[src/ldc_cfg.svh]
// Timing, field and reset constants of the LED dimming control pin logic
//
// Behaviour
// Pin low continuously over 2.5 ms puts the device in shutdown.
// In shutdown the power switch never switches.
// Mode is chosen anew at each enable; PWM unless entry pattern seen.
// Rising pin in shutdown enables and starts the detection window timer.
// Host waits 100 us after enable, then holds pin low over 260 us.
// Qualifying low must finish inside the 1 ms window, else PWM mode.
// One-wire mode starts at once; traffic accepted before the window ends.
// Selected mode holds until a 2.5 ms shutdown and a fresh enable.
// PWM pin held constantly high gives the full 200 mV reference.
// PWM mode chops 200 mV with the duty and low-pass filters it.
// Host keeps PWM frequency between 5 kHz and 100 kHz.
// One-wire command sets the reference to one of 32 steps.
// Codes map to 0,5,8,11, 3 mV to 38, 6 mV to 104, 12 mV to 200.
// Stored step starts at full scale; received step held in a register.
// Power reset returns the stored step to full scale.
// Command is address byte then data byte; address must be 72 hex.
// Data byte holds ack request, two select bits, five brightness bits.
// Ack on request only when the whole command was received correctly.
// Bit decoding is rate independent, 1.7 to 160 kbit/s.
// Data bit 7 ack request, bits 6..5 select as zero, 4..0 code.
// Ack is an open-drain low pull; host needs open-drain with pull-up.
// Ack held low at most 512 us, then the line is released.
// Bits MSB first; high longer than low is one, low longer is zero.
// Bad address or malformed bits: brightness unchanged, no ack.
`ifndef LDC_CFG_SVH
`define LDC_CFG_SVH

`define LDC_CLK_MHZ 200.0
`define LDC_T_SHDN_MS 2.5
`define LDC_T_DELAY_US 100.0
`define LDC_T_HOLD_US 260.0
`define LDC_T_WIN_MS 1.0
`define LDC_T_ACK_US 512.0
`define LDC_T_BIT_TMO_US 1200.0
`define LDC_SHDN_CYC $rtoi($ceil(`LDC_T_SHDN_MS * 1000.0 * `LDC_CLK_MHZ))
`define LDC_DELAY_CYC $rtoi($ceil(`LDC_T_DELAY_US * `LDC_CLK_MHZ))
`define LDC_HOLD_CYC $rtoi($ceil(`LDC_T_HOLD_US * `LDC_CLK_MHZ))
`define LDC_WIN_CYC $rtoi(`LDC_T_WIN_MS * 1000.0 * `LDC_CLK_MHZ)
`define LDC_ACK_CYC $rtoi(`LDC_T_ACK_US * `LDC_CLK_MHZ)
`define LDC_BIT_TMO_CYC $rtoi(`LDC_T_BIT_TMO_US * `LDC_CLK_MHZ)
`define LDC_CNT_W 20
`define LDC_FILT_SHIFT 16
`define LDC_FRAME_BITS 16
`define LDC_DEV_ADDR 8'h72
`define LDC_ACK_REQ_POS 7
`define LDC_SEL_HI_POS 6
`define LDC_SEL_LO_POS 5
`define LDC_CODE_MSB 4
`define LDC_CODE_LSB 0
`define LDC_CODE_FULL 5'h1F
`define LDC_REF_FULL_MV 8'hC8

`endif

[src/ldc_pkg.sv]
// Types of the LED dimming control pin logic
package ldc_pkg;
  typedef enum logic [1:0] {
    LDC_SHDN = 2'b00,
    LDC_DETECT = 2'b01,
    LDC_WIRE = 2'b11,
    LDC_PWM = 2'b10
  } ldc_mode_type;
  typedef enum logic [1:0] {
    LDC_RX_WAIT_HIGH = 2'b00,
    LDC_RX_IDLE = 2'b01,
    LDC_RX_LOW = 2'b11,
    LDC_RX_HIGH = 2'b10
  } ldc_rx_state_type;
endpackage

[src/ldc_rx_if.sv]
// Link between mode control and one-wire bit receiver
`timescale 1ns/1ps
interface ldc_rx_if;
  logic enable;
  logic frame_done;
  logic frame_ok;
  logic ack_req;
  logic [4:0] code;
  modport rx (input enable, output frame_done, frame_ok, ack_req, code);
  modport ctl (output enable, input frame_done, frame_ok, ack_req, code);
endinterface

[src/ldc_bit_rx.sv]
// One-wire bit and frame receiver
`timescale 1ns/1ps
`include "ldc_cfg.svh"
module ldc_bit_rx #(
  parameter int CNT_W = `LDC_CNT_W,
  parameter int BIT_TMO_CYC = `LDC_BIT_TMO_CYC
) (
  input wire logic clk,
  input wire logic rstn,
  input wire logic line_s,
  ldc_rx_if.rx rx
);
  localparam logic [CNT_W-1:0] TMO_LIM = CNT_W'(BIT_TMO_CYC);
  localparam logic [4:0] LAST_BIT = 5'(`LDC_FRAME_BITS - 1);

  ldc_pkg::ldc_rx_state_type state_r;
  logic [CNT_W-1:0] low_cnt_r;
  logic [CNT_W-1:0] high_cnt_r;
  logic [4:0] bits_r;
  logic [15:0] shift_r;
  logic err_r;
  logic done_r;
  logic ok_r;
  logic ack_req_r;
  logic [4:0] code_r;
  logic bit_val;
  logic bit_bad;
  logic [15:0] word_nxt;
  logic word_ok;

  // Ratio decode of the finished bit
  always_comb begin
    bit_val = high_cnt_r > low_cnt_r;
    bit_bad = high_cnt_r == low_cnt_r;
    word_nxt = {shift_r[14:0], bit_val};
    word_ok = !err_r && !bit_bad
      && word_nxt[15:8] == `LDC_DEV_ADDR
      && !word_nxt[`LDC_SEL_HI_POS] && !word_nxt[`LDC_SEL_LO_POS];
  end

  // =========================================
  // Bit state machine
  always_ff @(posedge clk) begin
    done_r <= 1'b0;
    if (!rstn || !rx.enable) begin
      state_r <= ldc_pkg::LDC_RX_WAIT_HIGH;
      low_cnt_r <= '0;
      high_cnt_r <= '0;
      bits_r <= '0;
      shift_r <= '0;
      err_r <= 1'b0;
      ok_r <= 1'b0;
    end else begin
      case (state_r)
        ldc_pkg::LDC_RX_WAIT_HIGH: begin
          if (line_s) begin
            state_r <= ldc_pkg::LDC_RX_IDLE;
          end
        end
        ldc_pkg::LDC_RX_IDLE: begin
          bits_r <= '0;
          err_r <= 1'b0;
          if (!line_s) begin
            state_r <= ldc_pkg::LDC_RX_LOW;
            low_cnt_r <= CNT_W'(1);
          end
        end
        ldc_pkg::LDC_RX_LOW: begin
          if (line_s) begin
            state_r <= ldc_pkg::LDC_RX_HIGH;
            high_cnt_r <= CNT_W'(1);
          end else if (low_cnt_r >= TMO_LIM) begin
            state_r <= ldc_pkg::LDC_RX_WAIT_HIGH;
          end else begin
            low_cnt_r <= low_cnt_r + CNT_W'(1);
          end
        end
        ldc_pkg::LDC_RX_HIGH: begin
          if (!line_s) begin
            shift_r <= word_nxt;
            err_r <= err_r || bit_bad;
            low_cnt_r <= CNT_W'(1);
            if (bits_r == LAST_BIT) begin
              done_r <= 1'b1;
              ok_r <= word_ok;
              state_r <= ldc_pkg::LDC_RX_WAIT_HIGH;
            end else begin
              bits_r <= bits_r + 5'h01;
              state_r <= ldc_pkg::LDC_RX_LOW;
            end
          end else if (high_cnt_r >= TMO_LIM) begin
            state_r <= ldc_pkg::LDC_RX_IDLE;
          end else begin
            high_cnt_r <= high_cnt_r + CNT_W'(1);
          end
        end
        default: begin
          state_r <= ldc_pkg::LDC_RX_WAIT_HIGH;
        end
      endcase
    end
  end

  // Captured fields of the last frame
  always_ff @(posedge clk) begin
    if (!rstn) begin
      ack_req_r <= 1'b0;
      code_r <= '0;
    end else if (rx.enable && state_r == ldc_pkg::LDC_RX_HIGH && !line_s
                 && bits_r == LAST_BIT) begin
      ack_req_r <= word_nxt[`LDC_ACK_REQ_POS];
      code_r <= word_nxt[`LDC_CODE_MSB:`LDC_CODE_LSB];
    end
  end

  assign rx.frame_done = done_r;
  assign rx.frame_ok = ok_r;
  assign rx.ack_req = ack_req_r;
  assign rx.code = code_r;
endmodule // ldc_bit_rx

[src/ldc_top.sv]
// Control pin logic: shutdown, mode choice, PWM and one-wire dimming
`timescale 1ns/1ps
`include "ldc_cfg.svh"
module ldc_top #(
  parameter int SHDN_CYC = `LDC_SHDN_CYC,
  parameter int DELAY_CYC = `LDC_DELAY_CYC,
  parameter int HOLD_CYC = `LDC_HOLD_CYC,
  parameter int WIN_CYC = `LDC_WIN_CYC,
  parameter int ACK_CYC = `LDC_ACK_CYC,
  parameter int BIT_TMO_CYC = `LDC_BIT_TMO_CYC,
  parameter int FILT_SHIFT = `LDC_FILT_SHIFT,
  parameter int CNT_W = `LDC_CNT_W
) (
  input wire logic clk,
  input wire logic rstn,
  input wire logic ctrl_pin_i,
  output logic ctrl_pin_o,
  output logic ctrl_pin_oe,
  output logic shutdown_o,
  output logic switch_en_o,
  output logic wire_mode_o,
  output logic [7:0] ref_mv_o,
  output logic [4:0] bright_code_o,
  output logic cmd_accept_o
);
  localparam logic [CNT_W-1:0] SHDN_LIM = CNT_W'(SHDN_CYC);
  localparam logic [CNT_W-1:0] DELAY_LIM = CNT_W'(DELAY_CYC);
  localparam logic [CNT_W-1:0] HOLD_LIM = CNT_W'(HOLD_CYC);
  localparam logic [CNT_W-1:0] WIN_LIM = CNT_W'(WIN_CYC);
  localparam logic [CNT_W-1:0] ACK_LIM = CNT_W'(ACK_CYC - 1);
  localparam int ACC_W = 8 + FILT_SHIFT;

  // =========================================
  // Pin synchroniser and edges
  logic sync1_r;
  logic sync2_r;
  logic prev_r;
  logic pin_rise;
  logic pin_fall;

  always_ff @(posedge clk) begin
    if (!rstn) begin
      sync1_r <= 1'b0;
      sync2_r <= 1'b0;
      prev_r <= 1'b0;
    end else begin
      sync1_r <= ctrl_pin_i;
      sync2_r <= sync1_r;
      prev_r <= sync2_r;
    end
  end

  assign pin_rise = sync2_r && !prev_r;
  assign pin_fall = !sync2_r && prev_r;

  // =========================================
  // Low time counter
  logic [CNT_W-1:0] low_cnt_r;
  logic long_low;

  always_ff @(posedge clk) begin
    if (!rstn) begin
      low_cnt_r <= '0;
    end else if (sync2_r) begin
      low_cnt_r <= '0;
    end else if (low_cnt_r <= SHDN_LIM) begin
      low_cnt_r <= low_cnt_r + CNT_W'(1);
    end
  end

  assign long_low = low_cnt_r > SHDN_LIM;

  // =========================================
  // Mode state machine
  ldc_pkg::ldc_mode_type mode_r;
  ldc_pkg::ldc_mode_type mode_nxt;
  logic [CNT_W-1:0] win_cnt_r;
  logic qual_r;

  always_comb begin
    mode_nxt = mode_r;
    case (mode_r)
      ldc_pkg::LDC_SHDN: begin
        if (pin_rise) begin
          mode_nxt = ldc_pkg::LDC_DETECT;
        end
      end
      ldc_pkg::LDC_DETECT: begin
        if (qual_r && !sync2_r && low_cnt_r > HOLD_LIM
            && win_cnt_r < WIN_LIM) begin
          mode_nxt = ldc_pkg::LDC_WIRE;
        end else if (win_cnt_r >= WIN_LIM) begin
          mode_nxt = ldc_pkg::LDC_PWM;
        end
      end
      ldc_pkg::LDC_WIRE: begin
        mode_nxt = ldc_pkg::LDC_WIRE;
      end
      ldc_pkg::LDC_PWM: begin
        mode_nxt = ldc_pkg::LDC_PWM;
      end
      default: begin
        mode_nxt = ldc_pkg::LDC_SHDN;
      end
    endcase
    if (mode_r != ldc_pkg::LDC_SHDN && long_low) begin
      mode_nxt = ldc_pkg::LDC_SHDN;
    end
  end

  always_ff @(posedge clk) begin
    if (!rstn) begin
      mode_r <= ldc_pkg::LDC_SHDN;
    end else begin
      mode_r <= mode_nxt;
    end
  end

  // Detection window timer from the first rising edge
  always_ff @(posedge clk) begin
    if (!rstn) begin
      win_cnt_r <= '0;
    end else if (mode_r != ldc_pkg::LDC_DETECT) begin
      win_cnt_r <= '0;
    end else if (win_cnt_r < WIN_LIM) begin
      win_cnt_r <= win_cnt_r + CNT_W'(1);
    end
  end

  // Entry low must start after the detection delay
  always_ff @(posedge clk) begin
    if (!rstn) begin
      qual_r <= 1'b0;
    end else if (mode_r != ldc_pkg::LDC_DETECT || pin_rise) begin
      qual_r <= 1'b0;
    end else if (pin_fall) begin
      qual_r <= win_cnt_r >= DELAY_LIM;
    end
  end

  // =========================================
  // One-wire receiver
  ldc_rx_if rx_bus ();
  logic ack_pend_r;
  logic ack_oe_r;
  logic [CNT_W-1:0] ack_cnt_r;
  logic good_cmd;

  assign rx_bus.enable = mode_r == ldc_pkg::LDC_WIRE
    && !ack_pend_r && !ack_oe_r;
  assign good_cmd = rx_bus.frame_done && rx_bus.frame_ok
    && mode_r == ldc_pkg::LDC_WIRE;

  ldc_bit_rx #(
    .CNT_W(CNT_W),
    .BIT_TMO_CYC(BIT_TMO_CYC)
  ) u_rx (
    .clk(clk),
    .rstn(rstn),
    .line_s(sync2_r),
    .rx(rx_bus.rx)
  );

  // =========================================
  // Brightness step register
  logic [4:0] code_r;
  logic accept_r;

  always_ff @(posedge clk) begin
    if (!rstn) begin
      code_r <= `LDC_CODE_FULL;
    end else if (good_cmd) begin
      code_r <= rx_bus.code;
    end
  end

  always_ff @(posedge clk) begin
    if (!rstn) begin
      accept_r <= 1'b0;
    end else begin
      accept_r <= good_cmd;
    end
  end

  // =========================================
  // Acknowledge pull
  always_ff @(posedge clk) begin
    if (!rstn || mode_r != ldc_pkg::LDC_WIRE) begin
      ack_pend_r <= 1'b0;
      ack_oe_r <= 1'b0;
      ack_cnt_r <= '0;
    end else if (good_cmd && rx_bus.ack_req) begin
      ack_pend_r <= 1'b1;
    end else if (ack_pend_r && sync2_r) begin
      ack_pend_r <= 1'b0;
      ack_oe_r <= 1'b1;
      ack_cnt_r <= '0;
    end else if (ack_oe_r) begin
      if (ack_cnt_r >= ACK_LIM) begin
        ack_oe_r <= 1'b0;
      end else begin
        ack_cnt_r <= ack_cnt_r + CNT_W'(1);
      end
    end
  end

  // =========================================
  // Reference for the feedback loop
  logic [ACC_W-1:0] acc_r;
  logic [ACC_W-1:0] tgt;
  logic signed [ACC_W:0] diff;
  logic signed [ACC_W:0] step;
  logic [7:0] ref_r;

  function automatic logic [7:0] ldc_code_mv(input logic [4:0] c);
    logic [7:0] cw;
    cw = {3'h0, c};
    if (c == 5'h00) begin
      ldc_code_mv = 8'h00;
    end else if (c <= 5'h0C) begin
      ldc_code_mv = 8'(8'h02 + 8'h03 * cw);
    end else if (c <= 5'h17) begin
      ldc_code_mv = 8'(8'h26 + 8'h06 * (cw - 8'h0C));
    end else begin
      ldc_code_mv = 8'(8'h68 + 8'h0C * (cw - 8'h17));
    end
  endfunction

  // Chopped full scale, filtered with a first order low-pass
  always_comb begin
    tgt = sync2_r ? {`LDC_REF_FULL_MV, FILT_SHIFT'(0)} : '0;
    diff = $signed({1'b0, tgt}) - $signed({1'b0, acc_r});
    step = diff >>> FILT_SHIFT;
    if (step == '0 && diff > '0) begin
      step = (ACC_W + 1)'(1);
    end
  end

  always_ff @(posedge clk) begin
    if (!rstn || mode_r == ldc_pkg::LDC_SHDN) begin
      acc_r <= '0;
    end else begin
      acc_r <= ACC_W'($signed({1'b0, acc_r}) + step);
    end
  end

  always_ff @(posedge clk) begin
    if (!rstn) begin
      ref_r <= 8'h00;
    end else if (mode_nxt == ldc_pkg::LDC_SHDN) begin
      ref_r <= 8'h00;
    end else if (mode_nxt == ldc_pkg::LDC_WIRE) begin
      ref_r <= ldc_code_mv(good_cmd ? rx_bus.code : code_r);
    end else begin
      ref_r <= acc_r[ACC_W-1 -: 8];
    end
  end

  // =========================================
  // Status outputs
  logic shdn_r;
  logic sw_en_r;
  logic wire_r;

  always_ff @(posedge clk) begin
    if (!rstn) begin
      shdn_r <= 1'b1;
      sw_en_r <= 1'b0;
      wire_r <= 1'b0;
    end else begin
      shdn_r <= mode_nxt == ldc_pkg::LDC_SHDN;
      sw_en_r <= mode_nxt != ldc_pkg::LDC_SHDN;
      wire_r <= mode_nxt == ldc_pkg::LDC_WIRE;
    end
  end

  logic pin_o_r;

  always_ff @(posedge clk) begin
    if (!rstn) begin
      pin_o_r <= 1'b0;
    end else begin
      pin_o_r <= 1'b0;
    end
  end

  assign ctrl_pin_o = pin_o_r;
  assign ctrl_pin_oe = ack_oe_r;
  assign shutdown_o = shdn_r;
  assign switch_en_o = sw_en_r;
  assign wire_mode_o = wire_r;
  assign ref_mv_o = ref_r;
  assign bright_code_o = code_r;
  assign cmd_accept_o = accept_r;
endmodule // ldc_top

[config.mk]
export PLATFORM = sky130hd
export DESIGN_NAME = ldc_top
export DESIGN_NICKNAME = d
export VERILOG_FILES = /design/src/ldc_pkg.sv /design/src/ldc_rx_if.sv /design/src/ldc_bit_rx.sv /design/src/ldc_top.sv
export VERILOG_INCLUDE_DIRS = /design/src
export SDC_FILE = /design/constraint.sdc
export NUM_CORES = 1
export LEC_CHECK = 0
export BUFFER_PORTS_ARGS = -buffer_cell sky130_fd_sc_hd__clkbuf_2
export CORE_AREA = 5 5 147 149
export CTS_CLUSTER_SIZE = 16
export DETAILED_ROUTE_END_ITERATION = 10
export DIE_AREA = 0 0 152 154
export PLACE_DENSITY = 0.78
export SYNTH_ARGS = -nofsm -noshare
export SYNTH_HDL_FRONTEND = slang
export SYNTH_HIERARCHICAL = 1
export SYNTH_SLANG_ARGS = --single-unit
[constraint.sdc]
create_clock -name clk -period 4.6 [get_ports clk]
set_input_delay 0.69 -clock clk [delete_from_list [all_inputs] [get_ports clk]]
set_output_delay 0.69 -clock clk [all_outputs]
set_load 0.01 [all_outputs]
==> results.cfg <==
[yosys]
ys_seq_area_frac = 0.334
ys_types = 87
ys_ff_latch = 180
ys_warn_count = 6
synth_ff_type = dfxtp_1
syn_avg_cell_area_um2 = 8.29
synth_edf_count = 0
synthCells = 1301
syn_area_um2 = 10800
synth_fp_nets = 1395
synthArstFlopShare = 0

[route]
drt_wl_total_um = 24500
dr.pass1.iters = 6
routed_via_density = 5.83
vias = 9381
drtAntennaViolNets = 0
drt_iter0_drc = 733
avgRoutedWirePerCell_um = 15.2
drc = 0

[clock_network]
cts.path.max_buffers = 2
cts_root_buffer = clkbuf_16
cts-htree-levels = 4
numCtsBuffers = 17
clk_latency_ns = 0.45
holdBufCountCts = 0
cts.sinks = 180
cts_tree = yes
cts.clk_slew.worst_paths_ns = 0.07

[critical_path]
cp.arrival_ns = 4.75
crit_required_ns = 4.91
slowest_delay_ns = 0.50
timing.rr.start = acc_r[19]
crit_type = reg -> reg
path_cells = inv_2 -> ha_4 -> or4b_4 -> o21a_1 -> or4b_4 -> a2111o_1 -> a21oi_2 -> ha_2 -> inv_1 -> fa_2 -> nor2b_2 -> o31a_1 -> o2111ai_2 -> a211o_4 -> buf_6 -> a211oi_4 -> o21a_1 -> nor3_1
cp-start-kind = register
critPathTopFamily = compound AO/OA/AOI/OAI gates
crit_slowest_cell = or4b_4
cp-startpoint = acc_r[19]
cp_max_fo = 3
endpoint_kind = register
crit_buf_inv = 3

[cells_and_area]
instances_no_fill = 1610
areaGrowthSynthToFinish_pct = 9.97
final_common_cell = dfxtp_1
fin_nets = 1421
diodes = 0
fin_area_um2 = 11900
final_core_util = 0.592
final_cell_mix = dfxtp_1 (179), nor2_1 (134), nand2_1 (112)
drive_gt1_frac = 0.0925

[global_route]
use_met2 = 0.348
grt_max_degree = 23
grtUsageMet3 = 0.0354
globalRouteTotalUtil = 0.207
met1_usage = 0.266
grt_pass1_wl_um = 41800
grt.overflow.total = 0
grt_busiest_layer = met2
antenna_found_initial = 0
first_global_vias = 9128

[floorplan]
start_util = 0.538
die_w_um = 152
core.rowCount = 52
die_y_um = 154
core-area_um2 = 20000
pin_count = 22
die_area_um2 = 23400

[timing]
setup_slack_ns = 0.163
tns_ns = 0
finalSetupViolCount = 0
clock_skew_ns = 0.0175
max-slew-margin-rel = 0.200
max_freq_mhz = 225
hold_viol_final = 0
slew_violations = 0
fin_crit_sh = 0.965
worst_pin_slew_ns = 1.20
fin_crit_ns = 4.44

[job]
maxCapViolCount = 0

[placement]
routabilityCongestion = 0.885
dp_cells = 1576
place_area_um2 = 11200
io_buffers = 20
hpwl_um = 17500
dp_slack_ns = -0.00198

[power]
p_sw_w = 0.000972
p_int_w = 0.00247
p_leak_nw = 4.36
swShare = 0.283
vdd_drop_max_mv = 0.179
seqPwrFrac = 0.460
clkPwrFrac = 0.396
power_density_nw_per_um2 = 290
comb_power_share = 0.144

[min_path]
hold_path.class = reg -> reg
hold_start = u_rx/shift_r[14]

[status]
outcome = completed
==> Yosys cell counts, drive strengths merged, types with 7 or more instances <==
| master | count | area share |
|---|---|---|
| dfxtp | 180 | 0.33 |
| nor2 | 134 | 0.047 |
| nand2 | 112 | 0.039 |
| a21oi | 104 | 0.048 |
| ha | 87 | 0.10 |
| inv | 73 | 0.025 |
| o21ai | 54 | 0.025 |
| nor3 | 53 | 0.025 |
| xnor2 | 53 | 0.043 |
| nand3 | 51 | 0.024 |
| nand4 | 30 | 0.017 |
| clkbuf | 29 | 0.012 |
| xor2 | 24 | 0.019 |
| and2 | 23 | 0.014 |
| nand2b | 20 | 0.012 |
| a21o | 19 | 0.013 |
| and3 | 18 | 0.011 |
| nor4 | 18 | 0.011 |
| a31oi | 17 | 0.0099 |
| mux2i | 17 | 0.019 |
| nor2b | 15 | 0.0094 |
| nor3b | 13 | 0.0090 |
| buf | 12 | 0.0097 |
| a211oi | 10 | 0.0070 |
| o21a | 10 | 0.0070 |
| or3 | 10 | 0.0058 |
| a311oi | 9 | 0.0085 |
| o211ai | 9 | 0.0067 |
| o31ai | 8 | 0.0056 |
| and4 | 7 | 0.0060 |
| nor4b | 7 | 0.0063 |
==> through the flow <==
step	hold slack [ns]	total power (W)
floorplan	0.412	0.00195
global placement	0.444	0.00206
detailed placement	0.449	0.00207
CTS	0.465	0.00343
global route	0.485	0.00359
finish	0.464	0.00344
==> kinds of logic after synthesis <==
logic type,synth area share
AND/OR/NAND/NOR,0.248
multiplexers,0.0224
buffers and inverters,0.0474
flip-flops,0.334
adder cells (fa/ha/maj),0.108
other,0.000348
AO/OA/AOI/OAI,0.173
XOR/XNOR,0.0667
==> layer usage <==
layer / vias to the layer above / share of wire
met1: 4434 / 0.46
met4: 0 / 0.026
met3: 54 / 0.040
li1: 4702 / -
met5: - / 0
met2: 191 / 0.47
==> worst register-to-register path: stages, from the launching register on <==
cell and delay (ns):
dfxtp_2 0.34, inv_2 0.05, ha_4 0.26, or4b_4 0.46
o21a_1 0.21, or4b_4 0.50, a2111o_1 0.39, a21oi_2 0.13
ha_2 0.18, inv_1 0.05, fa_2 0.34, nor2b_2 0.13
o31a_1 0.18, o2111ai_2 0.14, a211o_4 0.41, buf_6 0.14
a211oi_4 0.24, o21a_1 0.13, nor3_1 0.04
==> registers in the layout, summed over array words and instances (netlist names), 5 cells and up <==
register,count
acc_r,24
ack_cnt_r,20
bright_code_o,5
low_cnt_r,20
ref_mv_o,8
u_rx/bits_r,5
u_rx/high_cnt_r,20
u_rx/low_cnt_r,20
u_rx/rx.code,5
u_rx/shift_r,15
win_cnt_r,20
==> area by class of cell <==
type                            instances  area (um^2)
Multi-Input combinational cell       1006         6790
Clock buffer                           20          437
Clock inverter                         12          103
Tap cell                              270          338
Fill cell                            1771         8170
Sequential cell                       180         3600
Timing Repair Buffer                   48          314
Inverter                               74          278
==> worst paths after layout <==
kind	endpoint	slack, ns	depth (start not counted)
max	acc_r[16]	0.16	18
min	u_rx/shift_r[14]	0.46	2
max reg2reg	acc_r[16]	0.16	18
min reg2reg	u_rx/shift_r[14]	0.46	2
==> power groups by stage <==
| stage | Sequential, W | Clock (W) | Combinational (W) |
|---|---|---|---|
| final | 0.00158 | 0.00136 | 0.000495 |
| after detailed placement | 0.00162 | 0 | 0.000452 |
| after global routing | 0.00158 | 0.00146 | 0.000550 |
| after global placement | 0.00161 | 0 | 0.000442 |
| after floorplan | 0.00161 | 0 | 0.000335 |
| after CTS | 0.00158 | 0.00138 | 0.000461 |
==> timing repair <==
item | in CTS | in global routing
pin swaps | 1 | 7
setup buffers | 0 | 2
setup endpoints to repair | 3 | 11
gates resized for setup | 2 | 20
No activity file was read; power rests on OpenSTA's default activity.
